===== src/design/peb_pkg.sv =====
package peb_pkg;

    // bus sequencer states
    typedef enum logic [1:0]
    {
        PEB_IDLE,
        PEB_PROG,
        PEB_DATA
    } peb_bus_e;

    // cycle lengths in oscillator periods
    localparam logic [3:0] PROG_LEN = 4'h6;
    localparam logic [3:0] DATA_LEN = 4'hc;
    localparam logic [3:0] PH_FIRST = 4'h1;
    // address latch strobe high in these phases
    localparam logic [3:0] ALE_FIRST = 4'h2;
    localparam logic [3:0] ALE_LAST = 4'h3;
    // request sampling phase of a program cycle
    localparam logic [3:0] REQ_PH = 4'h2;
    // low address on port 0 in these phases
    localparam logic [3:0] ADDR_FIRST = 4'h3;
    localparam logic [3:0] ADDR_LAST = 4'h4;
    // port 0 released from this phase
    localparam logic [3:0] FLOAT_FIRST = 4'h5;
    // strobe start phases
    localparam logic [3:0] CRS_FIRST = 4'h5;
    localparam logic [3:0] RD_FIRST = 4'h7;
    localparam logic [3:0] WR_FIRST = 4'h6;
    // write data held into the next cycle up to this phase
    localparam logic [3:0] HOLD_LAST = 4'h2;
    // top of internal program memory
    localparam logic [15:0] INT_ROM_TOP = 16'h0fff;
    // reset and idle latch values
    localparam logic [7:0] LATCH_RST = 8'hff;
    localparam logic [7:0] P0_IDLE = 8'hff;

endpackage : peb_pkg


===== src/design/peb_port_bus.sv =====
// Functional notes
// [RQ1] plain port read returns output latch AND sampled pin level
// [RQ2] read-modify-write reads return the output latch only
// [RQ3] software writes one to make a pin an input, keeps it later
// [RQ4] pins sampled as address latch strobe falls; async inputs allowed
// [RQ5] ports 1-3 source high two periods only on latch zero-to-one
// [RQ6] port 0 open-drain as port, full three-state as bus
// [RQ7] port 3 pins give alternate function while latch holds one
// [RQ8] software sets both strobe pin latches before data moves
// [RQ9] external access: high address on port 2, low address/data on port 0
// [RQ10] code disable low: all fetches external; high: below 4096 internal
// [RQ11] execution time identical for internal and external code
// [RQ12] short pointer move leaves port 2 at its latch value
// [RQ13] wide pointer move drives port 2 only during the access
// [RQ14] address strobe every sixth period, code strobe on external fetches
// [RQ15] data move is twelve periods, one address and one data strobe
// [RQ16] fetches come in pairs; an unused byte is discarded
// [RQ17] long instructions keep refetching the next byte
// [RQ18] port 0 latch loaded with ones at end of each bus cycle
// [RQ19] port 2 address sources high two periods, then pullups hold
// [RQ20] program cycle six periods, address T3, code strobe from T5
// [RQ21] data read turns bus in T5-T6, read strobe T7-T12
// [RQ22] write data from T6 held to next T2, store strobe T6-T12
// [RQ23] external latch captures low address on strobe falling edge
// [RQ24] strobe timing from a phase counter restarted each cycle
`timescale 1ns/1ns
module peb_port_bus
(
    input wire logic mclk,
    input wire logic arst_n,
    input wire logic internal_code_disable_n,
    input wire logic fetch_req,
    input wire logic [15:0] fetch_addr,
    output logic fetch_ack,
    output logic [7:0] fetch_data,
    output logic [15:0] rom_addr,
    input wire logic [7:0] rom_data,
    input wire logic xmove_req,
    input wire logic xmove_write,
    input wire logic xmove_wide,
    input wire logic [15:0] xmove_addr,
    input wire logic [7:0] xmove_wdata,
    output logic xmove_done,
    output logic [7:0] xmove_rdata,
    input wire logic pwr_en,
    input wire logic [1:0] pwr_sel,
    input wire logic [7:0] pwr_data,
    input wire logic [1:0] prd_sel,
    input wire logic prd_rmw,
    output logic [7:0] prd_data,
    input wire logic [5:0] alt_sel,
    input wire logic [5:0] alt_out,
    output logic ale,
    output logic code_read_strobe_n,
    input wire logic [7:0] p0_in,
    output logic [7:0] p0_out,
    output logic [7:0] p0_oe,
    input wire logic [7:0] p1_in,
    output logic [7:0] p1_out,
    output logic [7:0] p1_oe,
    input wire logic [7:0] p2_in,
    output logic [7:0] p2_out,
    output logic [7:0] p2_oe,
    input wire logic [7:0] p3_in,
    output logic [7:0] p3_out,
    output logic [7:0] p3_oe
);

    typedef struct packed
    {
        peb_pkg::peb_bus_e st;
        logic [3:0] ph;
        logic [3:0][7:0] lat;
        logic [3:0][7:0] snap;
        logic [2:0][7:0] prev;
        logic [2:0][7:0] rise2;
        logic used;
        logic ext;
        logic pair_odd;
        logic dm_write;
        logic dm_wide;
        logic [15:0] dm_addr;
        logic [7:0] dm_wdata;
        logic [15:0] cyc_addr;
        logic hold_wr;
        logic [7:0] hold_data;
        logic fetch_ack;
        logic [7:0] fetch_data;
        logic xmove_done;
        logic [7:0] xmove_rdata;
        logic [7:0] prd_data;
    } peb_state_s;

    logic [1:0] rst_sync_q;
    logic rst_n;
    peb_state_s st_q;
    peb_state_s st_d;
    logic is_prog;
    logic is_data;
    logic bus_cyc;
    logic cyc_last;
    logic rd_n;
    logic wr_n;
    logic p2_bus;
    logic [7:0] bus_hi;
    logic [7:0] bus_lo;
    logic [7:0] p2_val;
    logic [7:0] p3_val;
    logic [2:0][7:0] eff;
    logic [2:0][7:0] rise1;
    logic [2:0][7:0] boost;

    // reset released through two flops so release is clean against mclk
    always_ff @(posedge mclk or negedge arst_n)
    begin
        if (!arst_n)
            rst_sync_q <= 2'h0;
        else
            rst_sync_q <= {rst_sync_q[0], 1'b1};
    end
    assign rst_n = rst_sync_q[1];

    // cycle decode from the phase counter
    assign is_prog = (st_q.st == peb_pkg::PEB_PROG);
    assign is_data = (st_q.st == peb_pkg::PEB_DATA);
    assign bus_cyc = is_data || (is_prog && st_q.ext);
    assign cyc_last = (st_q.st == peb_pkg::PEB_IDLE) || (is_prog && st_q.ph == peb_pkg::PROG_LEN) ||
                      (is_data && st_q.ph == peb_pkg::DATA_LEN); // [RQ24]

    // strobes; internal fetches still run the address strobe, so timing matches
    assign ale = !(st_q.st == peb_pkg::PEB_IDLE) && st_q.ph >= peb_pkg::ALE_FIRST &&
                 st_q.ph <= peb_pkg::ALE_LAST; // [RQ14] [RQ20]
    assign code_read_strobe_n = !(is_prog && st_q.ext && st_q.ph >= peb_pkg::CRS_FIRST); // [RQ14] [RQ20]
    assign rd_n = !(is_data && !st_q.dm_write && st_q.ph >= peb_pkg::RD_FIRST); // [RQ21]
    assign wr_n = !(is_data && st_q.dm_write && st_q.ph >= peb_pkg::WR_FIRST); // [RQ22]

    // bus address; a short pointer never touches port 2
    assign bus_hi = is_data ? st_q.dm_addr[15:8] : st_q.cyc_addr[15:8];
    assign bus_lo = is_data ? st_q.dm_addr[7:0] : st_q.cyc_addr[7:0];
    assign p2_bus = ((is_prog && st_q.ext) || (is_data && st_q.dm_wide)) &&
                    st_q.ph >= peb_pkg::ADDR_FIRST; // [RQ9] [RQ12] [RQ13]
    assign p2_val = p2_bus ? bus_hi : st_q.lat[2];

    // port 3: strobes always gate bits 7/6, which idle high
    assign p3_val = st_q.lat[3] & {rd_n, wr_n, (alt_out | ~alt_sel)}; // [RQ7]

    // quasi-bidirectional boost: two periods of strong high after a rise
    assign eff = {st_q.lat[3], p2_val, st_q.lat[1]};
    assign rise1 = eff & ~st_q.prev;
    assign boost = rise1 | st_q.rise2; // [RQ5] [RQ19]

    // ports 1-3 sink low, source high only while boosted
    assign p1_out = st_q.lat[1];
    assign p1_oe = ~st_q.lat[1] | boost[0]; // [RQ5]
    assign p2_out = p2_val;
    assign p2_oe = ~p2_val | boost[1]; // [RQ19]
    assign p3_out = p3_val;
    assign p3_oe = ~p3_val | (boost[2] & p3_val); // [RQ5]

    // port 0: full driver while carrying the bus, open drain otherwise
    always_comb
    begin
        p0_out = 8'h00;
        p0_oe = ~st_q.lat[0]; // [RQ6]
        if (bus_cyc && st_q.ph >= peb_pkg::ADDR_FIRST && st_q.ph <= peb_pkg::ADDR_LAST)
        begin
            p0_out = bus_lo; // [RQ9]
            p0_oe = 8'hff;
        end
        else if (is_data && st_q.dm_write && st_q.ph >= peb_pkg::WR_FIRST)
        begin
            p0_out = st_q.dm_wdata; // [RQ22]
            p0_oe = 8'hff;
        end
        else if (st_q.hold_wr)
        begin
            p0_out = st_q.hold_data; // [RQ22]
            p0_oe = 8'hff;
        end
        else if (bus_cyc && st_q.ph >= peb_pkg::FLOAT_FIRST)
        begin
            p0_oe = 8'h00; // [RQ20] [RQ21]
        end
    end

    // next state
    always_comb
    begin
        st_d = st_q;
        st_d.fetch_ack = 1'b0;
        st_d.xmove_done = 1'b0;
        st_d.prev = eff;
        st_d.rise2 = rise1;
        // pins caught as the address strobe falls
        if (!(st_q.st == peb_pkg::PEB_IDLE) && st_q.ph == peb_pkg::ALE_LAST)
            st_d.snap = {p3_in, p2_in, p1_in, p0_in}; // [RQ4]
        // fetch request taken late so the core can answer the previous ack
        if (is_prog && st_q.ph == peb_pkg::REQ_PH)
        begin
            st_d.used = fetch_req && !(xmove_req && st_q.pair_odd); // [RQ16] [RQ17]
            st_d.cyc_addr = fetch_addr;
            st_d.ext = !internal_code_disable_n || (fetch_addr > peb_pkg::INT_ROM_TOP); // [RQ10] [RQ11]
        end
        // capture and release at cycle end
        if (is_prog && st_q.ph == peb_pkg::PROG_LEN)
        begin
            st_d.fetch_ack = st_q.used; // [RQ17]
            st_d.fetch_data = st_q.ext ? p0_in : rom_data;
        end
        if (is_data && st_q.ph == peb_pkg::DATA_LEN)
        begin
            st_d.xmove_done = 1'b1; // [RQ15]
            if (!st_q.dm_write)
                st_d.xmove_rdata = p0_in; // [RQ21]
            st_d.hold_wr = st_q.dm_write;
            st_d.hold_data = st_q.dm_wdata;
        end
        else if (st_q.ph == peb_pkg::HOLD_LAST)
        begin
            st_d.hold_wr = 1'b0;
        end
        if (bus_cyc && cyc_last)
            st_d.lat[0] = peb_pkg::P0_IDLE; // [RQ18]
        // phase counter and cycle choice
        if (cyc_last)
        begin
            st_d.ph = peb_pkg::PH_FIRST; // [RQ24]
            // a data move waits for an even fetch count; the one just ended blocks reissue
            if (xmove_req && !st_q.pair_odd && !is_data)
            begin
                st_d.st = peb_pkg::PEB_DATA; // [RQ15]
                st_d.pair_odd = 1'b0;
                st_d.dm_write = xmove_write;
                st_d.dm_wide = xmove_wide;
                st_d.dm_addr = xmove_addr;
                st_d.dm_wdata = xmove_wdata;
            end
            else
            begin
                st_d.st = peb_pkg::PEB_PROG; // [RQ14] [RQ17]
                st_d.pair_odd = !st_q.pair_odd; // [RQ16]
                st_d.used = 1'b0;
            end
        end
        else
        begin
            st_d.ph = st_q.ph + 4'h1;
        end
        // software write wins over the idle ones load
        if (pwr_en)
            st_d.lat[pwr_sel] = pwr_data;
        // port read result
        if (prd_rmw)
            st_d.prd_data = st_q.lat[prd_sel]; // [RQ2]
        else
            st_d.prd_data = st_q.lat[prd_sel] & st_q.snap[prd_sel]; // [RQ1]
    end

    // state register
    always_ff @(posedge mclk or negedge rst_n)
    begin
        if (!rst_n)
        begin
            st_q <= '0;
            st_q.lat <= {4{peb_pkg::LATCH_RST}};
            st_q.prev <= {3{peb_pkg::LATCH_RST}};
            st_q.ph <= peb_pkg::PH_FIRST;
        end
        else
        begin
            st_q <= st_d;
        end
    end

    assign fetch_ack = st_q.fetch_ack;
    assign fetch_data = st_q.fetch_data;
    assign rom_addr = st_q.cyc_addr;
    assign xmove_done = st_q.xmove_done;
    assign xmove_rdata = st_q.xmove_rdata;
    assign prd_data = st_q.prd_data;

    // checks
    a_ale_spacing: assert property (@(posedge mclk) disable iff (!rst_n) // [RQ14]
        $rose(ale) |-> ##1 ale ##1 !ale [*4])
        else $error("address strobe spacing wrong");
    a_code_strobe_len: assert property (@(posedge mclk) disable iff (!rst_n) // [RQ20]
        $fell(code_read_strobe_n) |-> st_q.ph == peb_pkg::CRS_FIRST ##1 !code_read_strobe_n
        ##1 code_read_strobe_n)
        else $error("code strobe not two periods");
    a_read_strobe_len: assert property (@(posedge mclk) disable iff (!rst_n) // [RQ21]
        (is_data && !st_q.dm_write && st_q.ph == peb_pkg::RD_FIRST && st_q.lat[3][7]) |->
        (!p3_out[7]) [*6] ##1 p3_out[7])
        else $error("read strobe not T7 to T12");
    a_store_strobe_len: assert property (@(posedge mclk) disable iff (!rst_n) // [RQ22]
        (is_data && st_q.dm_write && st_q.ph == peb_pkg::WR_FIRST && st_q.lat[3][6]) |->
        (!p3_out[6] && p0_out == st_q.dm_wdata) [*7] ##1 (p3_out[6] && p0_oe == 8'hff) ##1 (p0_oe == 8'hff))
        else $error("store strobe or write hold wrong");
    a_p0_ones_end: assert property (@(posedge mclk) disable iff (!rst_n) // [RQ18]
        (bus_cyc && cyc_last && !pwr_en) |=> st_q.lat[0] == peb_pkg::P0_IDLE)
        else $error("port 0 latch not ones after bus cycle");
    a_short_p2_kept: assert property (@(posedge mclk) disable iff (!rst_n) // [RQ12]
        (is_data && !st_q.dm_wide) |-> p2_out == st_q.lat[2])
        else $error("short pointer move changed port 2");
    a_wide_p2_addr: assert property (@(posedge mclk) disable iff (!rst_n) // [RQ13]
        (is_data && st_q.dm_wide && st_q.ph == peb_pkg::DATA_LEN) |-> p2_out == st_q.dm_addr[15:8]
        ##1 p2_out == st_q.lat[2])
        else $error("wide pointer port 2 not driven or not restored");
    a_boost_two: assert property (@(posedge mclk) disable iff (!rst_n) // [RQ5]
        ($rose(st_q.lat[1][0]) ##1 st_q.lat[1][0] ##1 st_q.lat[1][0]) |->
        $past(p1_oe[0], 2) && $past(p1_oe[0]) && !p1_oe[0])
        else $error("port 1 boost not two periods");
    a_rmw_latch: assert property (@(posedge mclk) disable iff (!rst_n) // [RQ2]
        ($past(prd_rmw) && $past(prd_sel) == 2'h1) |-> prd_data == $past(st_q.lat[1]))
        else $error("modify read did not return latch");
    a_plain_and: assert property (@(posedge mclk) disable iff (!rst_n) // [RQ1]
        (!$past(prd_rmw) && $past(prd_sel) == 2'h1) |-> prd_data == ($past(st_q.lat[1]) & $past(st_q.snap[1])))
        else $error("plain read not latch and pin");
    a_data_twelve: assert property (@(posedge mclk) disable iff (!rst_n) // [RQ15]
        (is_data && st_q.ph == peb_pkg::PH_FIRST) |-> ##11 xmove_done == 1'b0 ##1 xmove_done)
        else $error("data cycle not twelve periods");

endmodule : peb_port_bus


===== config.mk =====
export PLATFORM = sky130hd
export DESIGN_NAME = peb_port_bus
export DESIGN_NICKNAME = d
export VERILOG_FILES = /design/src/design/peb_pkg.sv /design/src/design/peb_port_bus.sv
export SDC_FILE = /design/constraint.sdc
export NUM_CORES = 1
export LEC_CHECK = 0
export BUFFER_PORTS_ARGS = -buffer_cell sky130_fd_sc_hd__buf_4
export CORE_ASPECT_RATIO = 2
export CORE_UTILIZATION = 48
export CTS_CLUSTER_DIAMETER = 60
export CTS_CLUSTER_SIZE = 24
export DETAILED_ROUTE_END_ITERATION = 8
export HOLD_SLACK_MARGIN = 0.02
export PLACE_DENSITY = 0.76
export SLEW_MARGIN = 10
export SYNTH_ARGS = -nofsm -noshare
export SYNTH_HDL_FRONTEND = slang
export SYNTH_SLANG_ARGS = --single-unit

===== constraint.sdc =====
create_clock -name mclk -period 6.4 [get_ports mclk]
set_clock_uncertainty 0.15 [all_clocks]
set_input_delay 0.32 -clock mclk [delete_from_list [all_inputs] [get_ports mclk]]
set_output_delay 0.32 -clock mclk [all_outputs]
set_load 0.01 [all_outputs]

==> results of run 1 <==
==> cells in the mapped netlist, drive strengths merged (3+ instances only) <==
cell / number / area, um2
dfrtp: 143 / 3580
mux2: 106 / 1190
buf: 79 / 571
nand2: 62 / 235
dfstp: 57 / 1500
o21ai: 42 / 214
a21oi: 30 / 154
o211ai: 24 / 180
nor2: 23 / 86.3
nand3: 22 / 110
nand3b: 20 / 154
nor2b: 19 / 121
mux2i: 16 / 160
clkbuf: 13 / 48.8
inv: 11 / 41.3
o21a: 10 / 75.1
a31oi: 9 / 56.3
and3: 9 / 56.3
nor3b: 9 / 67.6
nand4bb: 8 / 90.1
a21boi: 7 / 52.6
and2: 5 / 31.3
ha: 5 / 62.6
a21o: 4 / 30.0
nor3: 4 / 25.0
nand2b: 3 / 18.8
==> layout make-up <==
cell class	instances	area [um2]
clock buffer	22	517
clock inverter	10	129
fill	1367	6460
inverter	11	41.3
multi-input combinational	454	3320
sequential	200	5080
tap	216	270
timing repair buffer	314	2580
==> worst max-delay path by stage <==
stage                            to  cells past startpoint
after floorplan           fetch_ack                      0
after global placement    p2_out[3]                      5
after detailed placement  p2_out[5]                      5
after CTS                 p2_out[5]                      5
after global routing      p2_out[2]                      5
final                     p2_out[3]                      5
==> per-stage QoR <==
step           cell area (um2)  setup WS [ns]  hold WS, ns  util, %  std cells
6_report                 11900           3.08       0.0367     64.9       1227
5_1_grt                  11900           2.87       0.0412     64.9       1227
4_1_cts                  11900           3.06       0.0213     64.8       1226
3_5_place_dp             10400           3.53      -0.0435     56.6       1107
3_3_place_gp             10400           3.58      -0.0478     56.6       1107
2_1_floorplan             9060          0.364       -0.126        -        757
==> kinds of logic (layout without fill, tap and decap cells) <==
logic type | count (synthesis) | in the layout | share of synthesized area [%]
flip-flops | 200 | 200 | 56.0
AND/OR/NAND/NOR | 193 | 193 | 11.7
AO/OA/AOI/OAI | 131 | 131 | 9.10
multiplexers | 122 | 122 | 14.9
buffers and inverters | 103 | 357 | 7.29
adder cells (fa/ha/maj) | 5 | 5 | 0.691
XOR/XNOR | 2 | 2 | 0.193
other | 1 | 1 | 0.0414
==> state kept, by name, summed over array words and instances (netlist names) <==
register / count
st_q: 140
rom_addr: 16
eff: 8
fetch_data: 8
p1_out: 8
prd_data: 8
xmove_rdata: 8
rst_sync_q: 2
fetch_ack: 1
xmove_done: 1
==> report_power, final <==
| part | internal, mW | leakage [nW] | total [mW] | switching (mW) |
|---|---|---|---|---|
| Combinational | 0.855 | 2.79 | 1.62 | 0.764 |
| Clock | 0.661 | 0.314 | 1.15 | 0.486 |
| Sequential | 1.75 | 2.35 | 2.08 | 0.338 |
==> per-layer routing <==
metal  global-route usage [%]  routed length (um)  up-vias
met5                        0                   0        -
met2                     48.6               13600      200
met4                     11.5                 711        0
met3                     4.52                 992       39
met1                     25.5                8390     3339
li1                         -                   -     3080
==> critical path, cell delays in order, from the launching register on <==
cell and delay (ns):
sky130_fd_sc_hd__dfrtp_1 0.66, sky130_fd_sc_hd__nand3b_2 0.27, sky130_fd_sc_hd__a21oi_2 0.69, sky130_fd_sc_hd__and2_1 0.44
sky130_fd_sc_hd__a21oi_1 0.17, sky130_fd_sc_hd__buf_4 0.18
==> results_dict.tcl, run 1 <==
set metrics [dict create \
    ff2ff_setup_slack_ns 3.83 \
    tritoncts "built" \
    die_width_um 99.1 \
    synth.cell_area_um2 9060 \
    tns_ns 0 \
    worstHoldStart "rom_data[5]" \
    cp-end-kind "output pin" \
    cts_post_setup_buffers_inserted 0 \
    first_iter_violations 203 \
    min_period_over_period_pct 51.8 \
    final_net_count 1116 \
    worst_min_delay_path_class "in -> reg" \
    crit_required_ns 5.93 \
    leakage_nw 5.45 \
    synth.distinct_cells 52 \
    vias 6658 \
    fin_total_pwr_mw 4.85 \
    post_cts_resized 0 \
    place.gp.congestion 0.841 \
    grt_antenna_before_repair 0 \
    gr-total-overflow 0 \
    grt_util_all_layers_pct 25.1 \
    ios 221 \
    crit_type "reg -> out" \
    ctsHtreeMaxLevel 4 \
    startpoint "st_q[78]" \
    path_clk_slew_ns 0.08 \
    clock-sinks 200 \
    postSynthRegisterBits 200 \
    antenna_cells 0 \
    syn_inst 757 \
    tritoncts.num_buffers 17 \
    yosysWarningCount 0 \
    asyncSetResetFlopFracSynth_pct 100 \
    power.density_cell_area_nw_per_um2 406 \
    detail_route.drc_violations 0 \
    seq_total_area_yosys_pct 56.0 \
    grt_first_pass_wirelength_mm 36.8 \
    vias_per_cell 5.43 \
    r2r-end "st_q[77]" \
    cp_max_fo 18 \
    placement.io_buffers 220 \
    worst_skew_pair.late_latency_ns 0.43 \
    core_area_um2 18400 \
    first_global_vias 6930 \
    synthFlopType "sky130_fd_sc_hd__dfrtp_1" \
    finalSetupViolCount 0 \
    synth_enable_flop_cells 0 \
    drive_above_1_share_pct 42.7 \
    final_common_cell "sky130_fd_sc_hd__buf_4" \
    finalHoldViolations 0 \
    worstReg2RegStart "st_q[196]" \
    core.rowCount 70 \
    worstPathArrival_ns 2.85 \
    dp_hpwl_mm 16.8 \
    timing.max_slew.rel_slack_pct 35.5 \
    starting_density_pct 49.3 \
    syn_area_per_cell_um2 12.0 \
    routed_wirelength_mm 23.7 \
    worstRegToRegCells 6 \
    timing.hold.worst_endpoint "fetch_data[5]" \
    routed_wire_length_per_instance_um 19.3 \
    number_of_maximum_capacitance_constraint_violations 0 \
    timing.final.crit_period_ns 3.32 \
    outcome "finished, final reports clean" \
    rsz0062_at_grt "false" \
    cts.root.buffer_cell "sky130_fd_sc_hd__clkbuf_16" \
    peakVddDrop_mv 0.205 \
    grt_start_max_net_pins 74 \
    synth_fp_nets 875 \
    number_of_nets_still_failing_antenna_checks_after_routing 0 \
    critPathLaunchType "flip-flop" \
    drv_slew 0 \
    max_slew.worst_pin.slew_ns 0.966 \
    commonest_cells_after_routing_fill_and_taps_aside "sky130_fd_sc_hd__buf_4 (226), sky130_fd_sc_hd__dfrtp_1 (142), sky130_fd_sc_hd__mux2_2 (105)" \
    min_delay_path_depth 3 \
    die_height_um 196 \
    drt_first_pass_iters 4 \
    cts.path.max_buffers 2 \
    overall_die_area_um2 19500 \
    max_freq_mhz 302 \
    cts-hold-fix-buffers 87 \
    synthToLayoutAreaGrowth_pct 31.8 \
]
Note: power is estimated with default switching activity, not from simulation.
==> inputs of run 2 (changes only) <==
- ABC_AREA: unset -> 1
- CORE_UTILIZATION: 48 -> 54
- PLACE_DENSITY: 0.76 -> 0.8
- clock period: 6.4 -> 3.4 ns (I/O delays scaled with it)
==> run 2 against run 1 <==
Net effect:
- register-to-register slack worse by 2.8 ns
- largest cell class unchanged
- critical path depth increased by 3
- first-iteration DRC count rose by 120%
- final area rose by 2.9%
- critical endpoint is now p0_out[5]
- sequential cell count did not move
- via count is 25% higher
- highest routed layer unchanged
- power grew 16%
- synthesized area increased by 2.3%
- wire length increased by 11%
- largest power group unchanged
==> results_dict.tcl, run 2 <==
set metrics [dict create \
    synth_enable_flop_cells 0 \
    worstReg2RegStart "st_q[78]" \
    crit_required_ns 3.08 \
    cts.root.buffer_cell "sky130_fd_sc_hd__clkbuf_16" \
    fin_area_um2 12300 \
    drt_first_pass_iters 5 \
    grt_first_pass_wirelength_mm 41.9 \
    worst_min_delay_path_class "in -> reg" \
    tritoncts.num_buffers 17 \
    ios 221 \
    ff2ff_setup_slack_ns 1.07 \
    post_cts_resized 0 \
    place.gp.congestion 0.909 \
    number_of_nets_still_failing_antenna_checks_after_routing 0 \
    placement.io_buffers 220 \
    power_frac_comb_pct 14.7 \
    max_ffs_per_register 140 \
    die_width_um 94.6 \
    vias_per_cell 5.21 \
    cp_max_fo 25 \
    core_area_um2 16800 \
    detail_route.drc_violations 0 \
    number_of_maximum_capacitance_constraint_violations 0 \
    clock-sinks 200 \
    overall_die_area_um2 17700 \
    post_dp_cell_area_um2 10700 \
    worstHoldStart "prd_sel[0]" \
    commonest_cells_after_routing_fill_and_taps_aside "sky130_fd_sc_hd__nand2_1 (338), sky130_fd_sc_hd__buf_4 (226), sky130_fd_sc_hd__inv_1 (149)" \
    path_clk_slew_ns 0.08 \
    yosysWarningCount 0 \
    sequentialPowerShare_pct 49.3 \
    timing.final.crit_period_ns 2.96 \
    final_net_count 1491 \
    seq_total_area_yosys_pct 54.8 \
    cts.path.max_buffers 2 \
    timing.max_slew.rel_slack_pct 48.0 \
    dp_hpwl_mm 18.3 \
    drive_above_1_share_pct 24.0 \
    min_delay_path_depth 5 \
    drv_slew 0 \
    finalHoldViolations 0 \
    switchingPower_mw 1.52 \
    worstRegToRegCells 4 \
    fraction_of_synthesized_cell_area_taken_by_the_top_area_cell_type_pct 38.6 \
    grt_start_max_net_pins 92 \
    rsz0062_at_grt "false" \
    worst_skew_pair.late_latency_ns 0.43 \
    max_slew.worst_pin.slew_ns 0.779 \
    tritoncts "built" \
    first_global_vias 8517 \
    synth.distinct_cells 27 \
    core.rowCount 67 \
    starting_density_pct 55.2 \
    grt_antenna_before_repair 1 \
    first_iter_violations 447 \
    grt_util_all_layers_pct 31.2 \
    ys_top_cells_by_area "sky130_fd_sc_hd__dfrtp_1 (39%), sky130_fd_sc_hd__dfstp_2 (16%), sky130_fd_sc_hd__nand2_1 (14%), sky130_fd_sc_hd__inv_1 (6.0%), sky130_fd_sc_hd__o21ai_0 (4.6%)" \
    ys_top_cells_by_count "sky130_fd_sc_hd__nand2_1 (338), sky130_fd_sc_hd__inv_1 (149), sky130_fd_sc_hd__dfrtp_1 (143)" \
    synth.cell_area_um2 9260 \
    cp-end-kind "output pin" \
    gr-total-overflow 0 \
    tns_ns 0 \
    switching_share_pct 27.1 \
    critPathLaunchType "flip-flop" \
    yosys.cell_count.top_type "sky130_fd_sc_hd__nand2_1" \
    outcome "finished, final reports clean" \
    min_period_over_period_pct 87.0 \
    timing.hold.worst_endpoint "prd_data[5]" \
    largest-register "st_q" \
    asyncSetResetFlopFracSynth_pct 100 \
    syn_area_per_cell_um2 8.29 \
    power.density_cell_area_nw_per_um2 457 \
    final_common_cell "sky130_fd_sc_hd__nand2_1" \
    routed_wire_length_per_instance_um 16.6 \
    routed_wirelength_mm 26.4 \
    post_synth_top_area_cell "sky130_fd_sc_hd__dfrtp_1" \
    synthToLayoutAreaGrowth_pct 32.7 \
    max_freq_mhz 338 \
    leakage_nw 6.55 \
    ctsHtreeMaxLevel 4 \
    synthFlopType "sky130_fd_sc_hd__dfrtp_1" \
    finalSetupViolCount 0 \
    postSynthRegisterBits 200 \
    worstPathArrival_ns 2.64 \
    peakVddDrop_mv 0.324 \
    r2r-end "fetch_data[5]" \
    vias 8305 \
    crit_type "reg -> out" \
    synth_fp_nets 1236 \
    power_share_of_the_clock_group_pct 36.0 \
    die_height_um 187 \
    syn_inst 1118 \
    internal_power_mw 4.09 \
]
==> run 2: cell types whose count changed after synthesis, sizes merged, moves of 16 or more <==
cell | previous run | this run
inv | 11 | 151
mux2 | 106 | 0
mux2i | 16 | 0
nand2 | 62 | 342
nand3 | 22 | 81
nand3b | 20 | 0
nor2 | 23 | 87
nor2b | 19 | 0
o21ai | 42 | 86
==> run 2: through the flow <==
step / hold slack [ns] / cells / setup slack (ns) / util, % / total power [mW]
after floorplan: -0.276 / 1118 / 0.00857 / - / 3.19
after global placement: -0.197 / 1459 / 1.09 / 63.7 / 3.51
after detailed placement: -0.196 / 1459 / 0.965 / 63.7 / 3.54
after CTS: 0.0605 / 1593 / 0.482 / 73.3 / 5.63
after global routing: 0.0842 / 1594 / 0.193 / 73.3 / 5.84
final: 0.0854 / 1594 / 0.440 / 73.3 / 5.61
==> run 2: kinds of logic (layout without fill, tap and decap cells) <==
family	count (synthesis)	after routing	synth area share, %
AO/OA/AOI/OAI	144	144	8.87
flip-flops	200	200	54.8
other	1	2	0.0405
adder cells (fa/ha/maj)	5	5	0.675
XOR/XNOR	1	1	0.0946
buffers and inverters	246	514	12.5
AND/OR/NAND/NOR	521	521	23.0
==> run 2: power by group through the flow <==
| stage | Sequential (mW) | Combinational, mW | Clock [mW] |
|---|---|---|---|
| CTS | 2.77 | 0.825 | 2.04 |
| floorplan | 2.79 | 0.399 | 0 |
| global placement | 2.80 | 0.717 | 0 |
| detailed placement | 2.81 | 0.732 | 0 |
| global route | 2.79 | 0.916 | 2.13 |
| finish | 2.77 | 0.827 | 2.02 |
==> run 2: area by class of cell <==
class / instances / area [um2]
fillers: 1186 / 4480
repair buffers: 330 / 2760
multi-input cells: 672 / 3030
clock buffers: 17 / 425
flip-flops and latches: 200 / 5080
inverters: 152 / 571
diodes: 1 / 2.50
clock inverters: 15 / 159
well taps: 207 / 259
==> run 2: repair_timing <==
action / 4_1_cts / 5_1_grt
buffers inserted: 0 / 0
hold buffers: 102 / 0
hold endpoints to repair: 134 / 0
==> run 2: how the worst max path moves through the flow <==
stage             startpoint        end  cells past startpoint
6_report           st_q[196]  p0_out[5]                      8
5_1_grt            st_q[196]  p0_out[0]                      8
4_1_cts            st_q[196]  p0_out[5]                      8
3_5_place_dp       st_q[196]  p0_out[5]                      8
3_3_place_gp       st_q[196]  p0_out[6]                      8
2_1_floorplan  rst_sync_q[1]  fetch_ack                      0
==> run 2: worst max-delay path: stages (launching register included) <==
cell                      delay [ns]
sky130_fd_sc_hd__dfrtp_1        0.40
sky130_fd_sc_hd__inv_1          0.16
sky130_fd_sc_hd__nand2_1        0.43
sky130_fd_sc_hd__nand2_1        0.29
sky130_fd_sc_hd__nand3_2        0.30
sky130_fd_sc_hd__inv_1          0.31
sky130_fd_sc_hd__nand2_1        0.10
sky130_fd_sc_hd__nand2_1        0.09
sky130_fd_sc_hd__buf_4          0.12
==> run 2: layer usage <==
| metal | routed length, um | GRT usage [%] |
|---|---|---|
| met5 | 0 | 0 |
| met4 | 1600 | 19.6 |
| met3 | 1210 | 5.16 |
| met2 | 14400 | 55.8 |
| met1 | 9150 | 32.8 |
==> inputs of run 3 (changes only) <==
- CORE_UTILIZATION: 54 -> 55
- PLACE_DENSITY: 0.8 -> 0.82
- clock period: 3.4 -> 3.8 ns (I/O delays scaled with it)
==> run 3 against run 2 <==
Net effect:
- die area shrank 1.8%
- cell count decreased by 0.50%
- first-iteration DRC count rose by 3.1%
- clock power decreased by 11%
- via count rose by 1.7%
- power shrank 10%
- sequential share of layout area increased by 0.21 points
- non-clock buffer count is 6 lower
- core utilization rose by 1.5 points
==> results_dict.tcl, run 3 (synthesis results as in run 2) <==
set metrics [dict create \
    grt_antenna_before_repair 2 \
    commonest_cells_after_routing_fill_and_taps_aside "sky130_fd_sc_hd__nand2_1 (338), sky130_fd_sc_hd__buf_4 (225), sky130_fd_sc_hd__inv_1 (149)" \
    final_net_count 1485 \
    wirelength_met1_mm 9.35 \
    critPathLaunchType "flip-flop" \
    number_of_maximum_capacitance_constraint_violations 0 \
    drive_above_1_share_pct 23.9 \
    finalHoldViolations 0 \
    crit_required_ns 3.46 \
    grt_util_all_layers_pct 32.9 \
    overall_die_area_um2 17400 \
    vias 8448 \
    cts.root.buffer_cell "sky130_fd_sc_hd__clkbuf_16" \
    drt_first_pass_iters 6 \
    number_of_nets_still_failing_antenna_checks_after_routing 0 \
    peakVddDrop_mv 0.313 \
    preCtsSetupSlack_ns 1.31 \
    synthToLayoutAreaGrowth_pct 32.0 \
    timing.final.crit_period_ns 3.13 \
    top_layer "met4" \
    cts-hold-fix-buffers 97 \
    power.density_cell_area_nw_per_um2 411 \
    ctsHtreeMaxLevel 4 \
    first_iter_violations 461 \
    place.gp.congestion 0.905 \
    path_clk_slew_ns 0.08 \
    leakage_nw 6.55 \
    post_dp_cell_area_um2 10700 \
    core.rowCount 66 \
    met2_length_mm 14.7 \
    dp_hpwl_mm 18.3 \
    routed-wl-met3_mm 1.55 \
    fin_area_um2 12200 \
    largest-register "st_q" \
    cts_post_setup_buffers_inserted 0 \
    tritoncts.num_buffers 17 \
    starting_density_pct 56.6 \
    die_width_um 93.8 \
    placement.io_buffers 220 \
    first_global_vias 8641 \
    core_area_um2 16400 \
    max_ffs_per_register 140 \
    ios 221 \
    ff2ff_setup_slack_ns 1.28 \
    routed_wire_length_per_instance_um 17.3 \
    cp_max_fo 25 \
    hold_slack_ns 0.0892 \
    detail_route.drc_violations 0 \
    worst_min_delay_path_class "in -> reg" \
    min_period_over_period_pct 82.3 \
    cts.path.max_buffers 2 \
    outcome "finished, final reports clean" \
    worstReg2RegStart "st_q[194]" \
    timing.max_slew.rel_slack_pct 44.4 \
    worstHoldStart "prd_sel[0]" \
    tns_ns 0 \
    cp-end-kind "output pin" \
    routed_wirelength_mm 27.4 \
    finalSetupViolCount 0 \
    startpoint "st_q[196]" \
    final_common_cell "sky130_fd_sc_hd__nand2_1" \
    crit_type "reg -> out" \
    max_freq_mhz 320 \
    drv_slew 0 \
    post_cts_resized 0 \
    worst_skew_pair.late_latency_ns 0.44 \
    vias_per_cell 5.33 \
    worstPathArrival_ns 2.79 \
    gr-total-overflow 0 \
    tritoncts "built" \
    rsz0062_at_grt "false" \
    die_height_um 186 \
    grt_start_max_net_pins 70 \
    fin_total_pwr_mw 5.02 \
    grt_first_pass_wirelength_mm 42.9 \
    clock-sinks 200 \
    max_slew.worst_pin.slew_ns 0.834 \
    worst_slack_ns 0.672 \
]
## run 3: layout make-up
cell class	count	area (um2)
diodes	2	5.00
repair buffers	324	2700
multi-input cells	672	3030
clock inverters	14	153
fillers	1138	4120
flip-flops and latches	200	5080
inverters	152	571
clock buffers	18	429
well taps	204	255
## run 3: final timing paths
check,endpoint,depth (start not counted)
max reg2reg,st_q[79],6
max,p0_out[2],8
min,prd_data[0],5
max in group asynchronous,st_q[107],1
min reg2reg,rst_sync_q[1],0
min in group asynchronous,fetch_data[4],0
## run 3: stage by stage
| stage | std cells | utilization [%] |
|---|---|---|
| final | 1586 | 74.8 |
| after CTS | 1584 | 74.7 |
| after global placement | 1455 | 65.3 |
| after detailed placement | 1455 | 65.3 |
| after global routing | 1586 | 74.8 |
| after floorplan | 1118 | - |
## run 3: power breakdown
group	total (mW)	switching, mW	internal (mW)	leakage, nW
clock network	1.80	0.865	0.936	0.287
registers	2.49	0.122	2.36	2.28
logic	0.737	0.373	0.364	3.99
total	5.02	1.36	3.66	6.55
## run 3: metal layers
metal | up-vias | GRT usage, %
li1 | 3939 | -
met1 | 4001 | 34.0
met2 | 390 | 59.4
met3 | 118 | 6.17
met4 | 0 | 21.5
met5 | - | 0
## run 3: worst max-delay path, cell delays in order (launching register included)
cell and delay, ns:
sky130_fd_sc_hd__dfrtp_1 0.39, sky130_fd_sc_hd__inv_1 0.15, sky130_fd_sc_hd__nand2_1 0.50, sky130_fd_sc_hd__nand2_1 0.33
sky130_fd_sc_hd__nand3_2 0.31, sky130_fd_sc_hd__inv_1 0.32, sky130_fd_sc_hd__nand2_1 0.10, sky130_fd_sc_hd__nand2_1 0.10
sky130_fd_sc_hd__buf_4 0.14
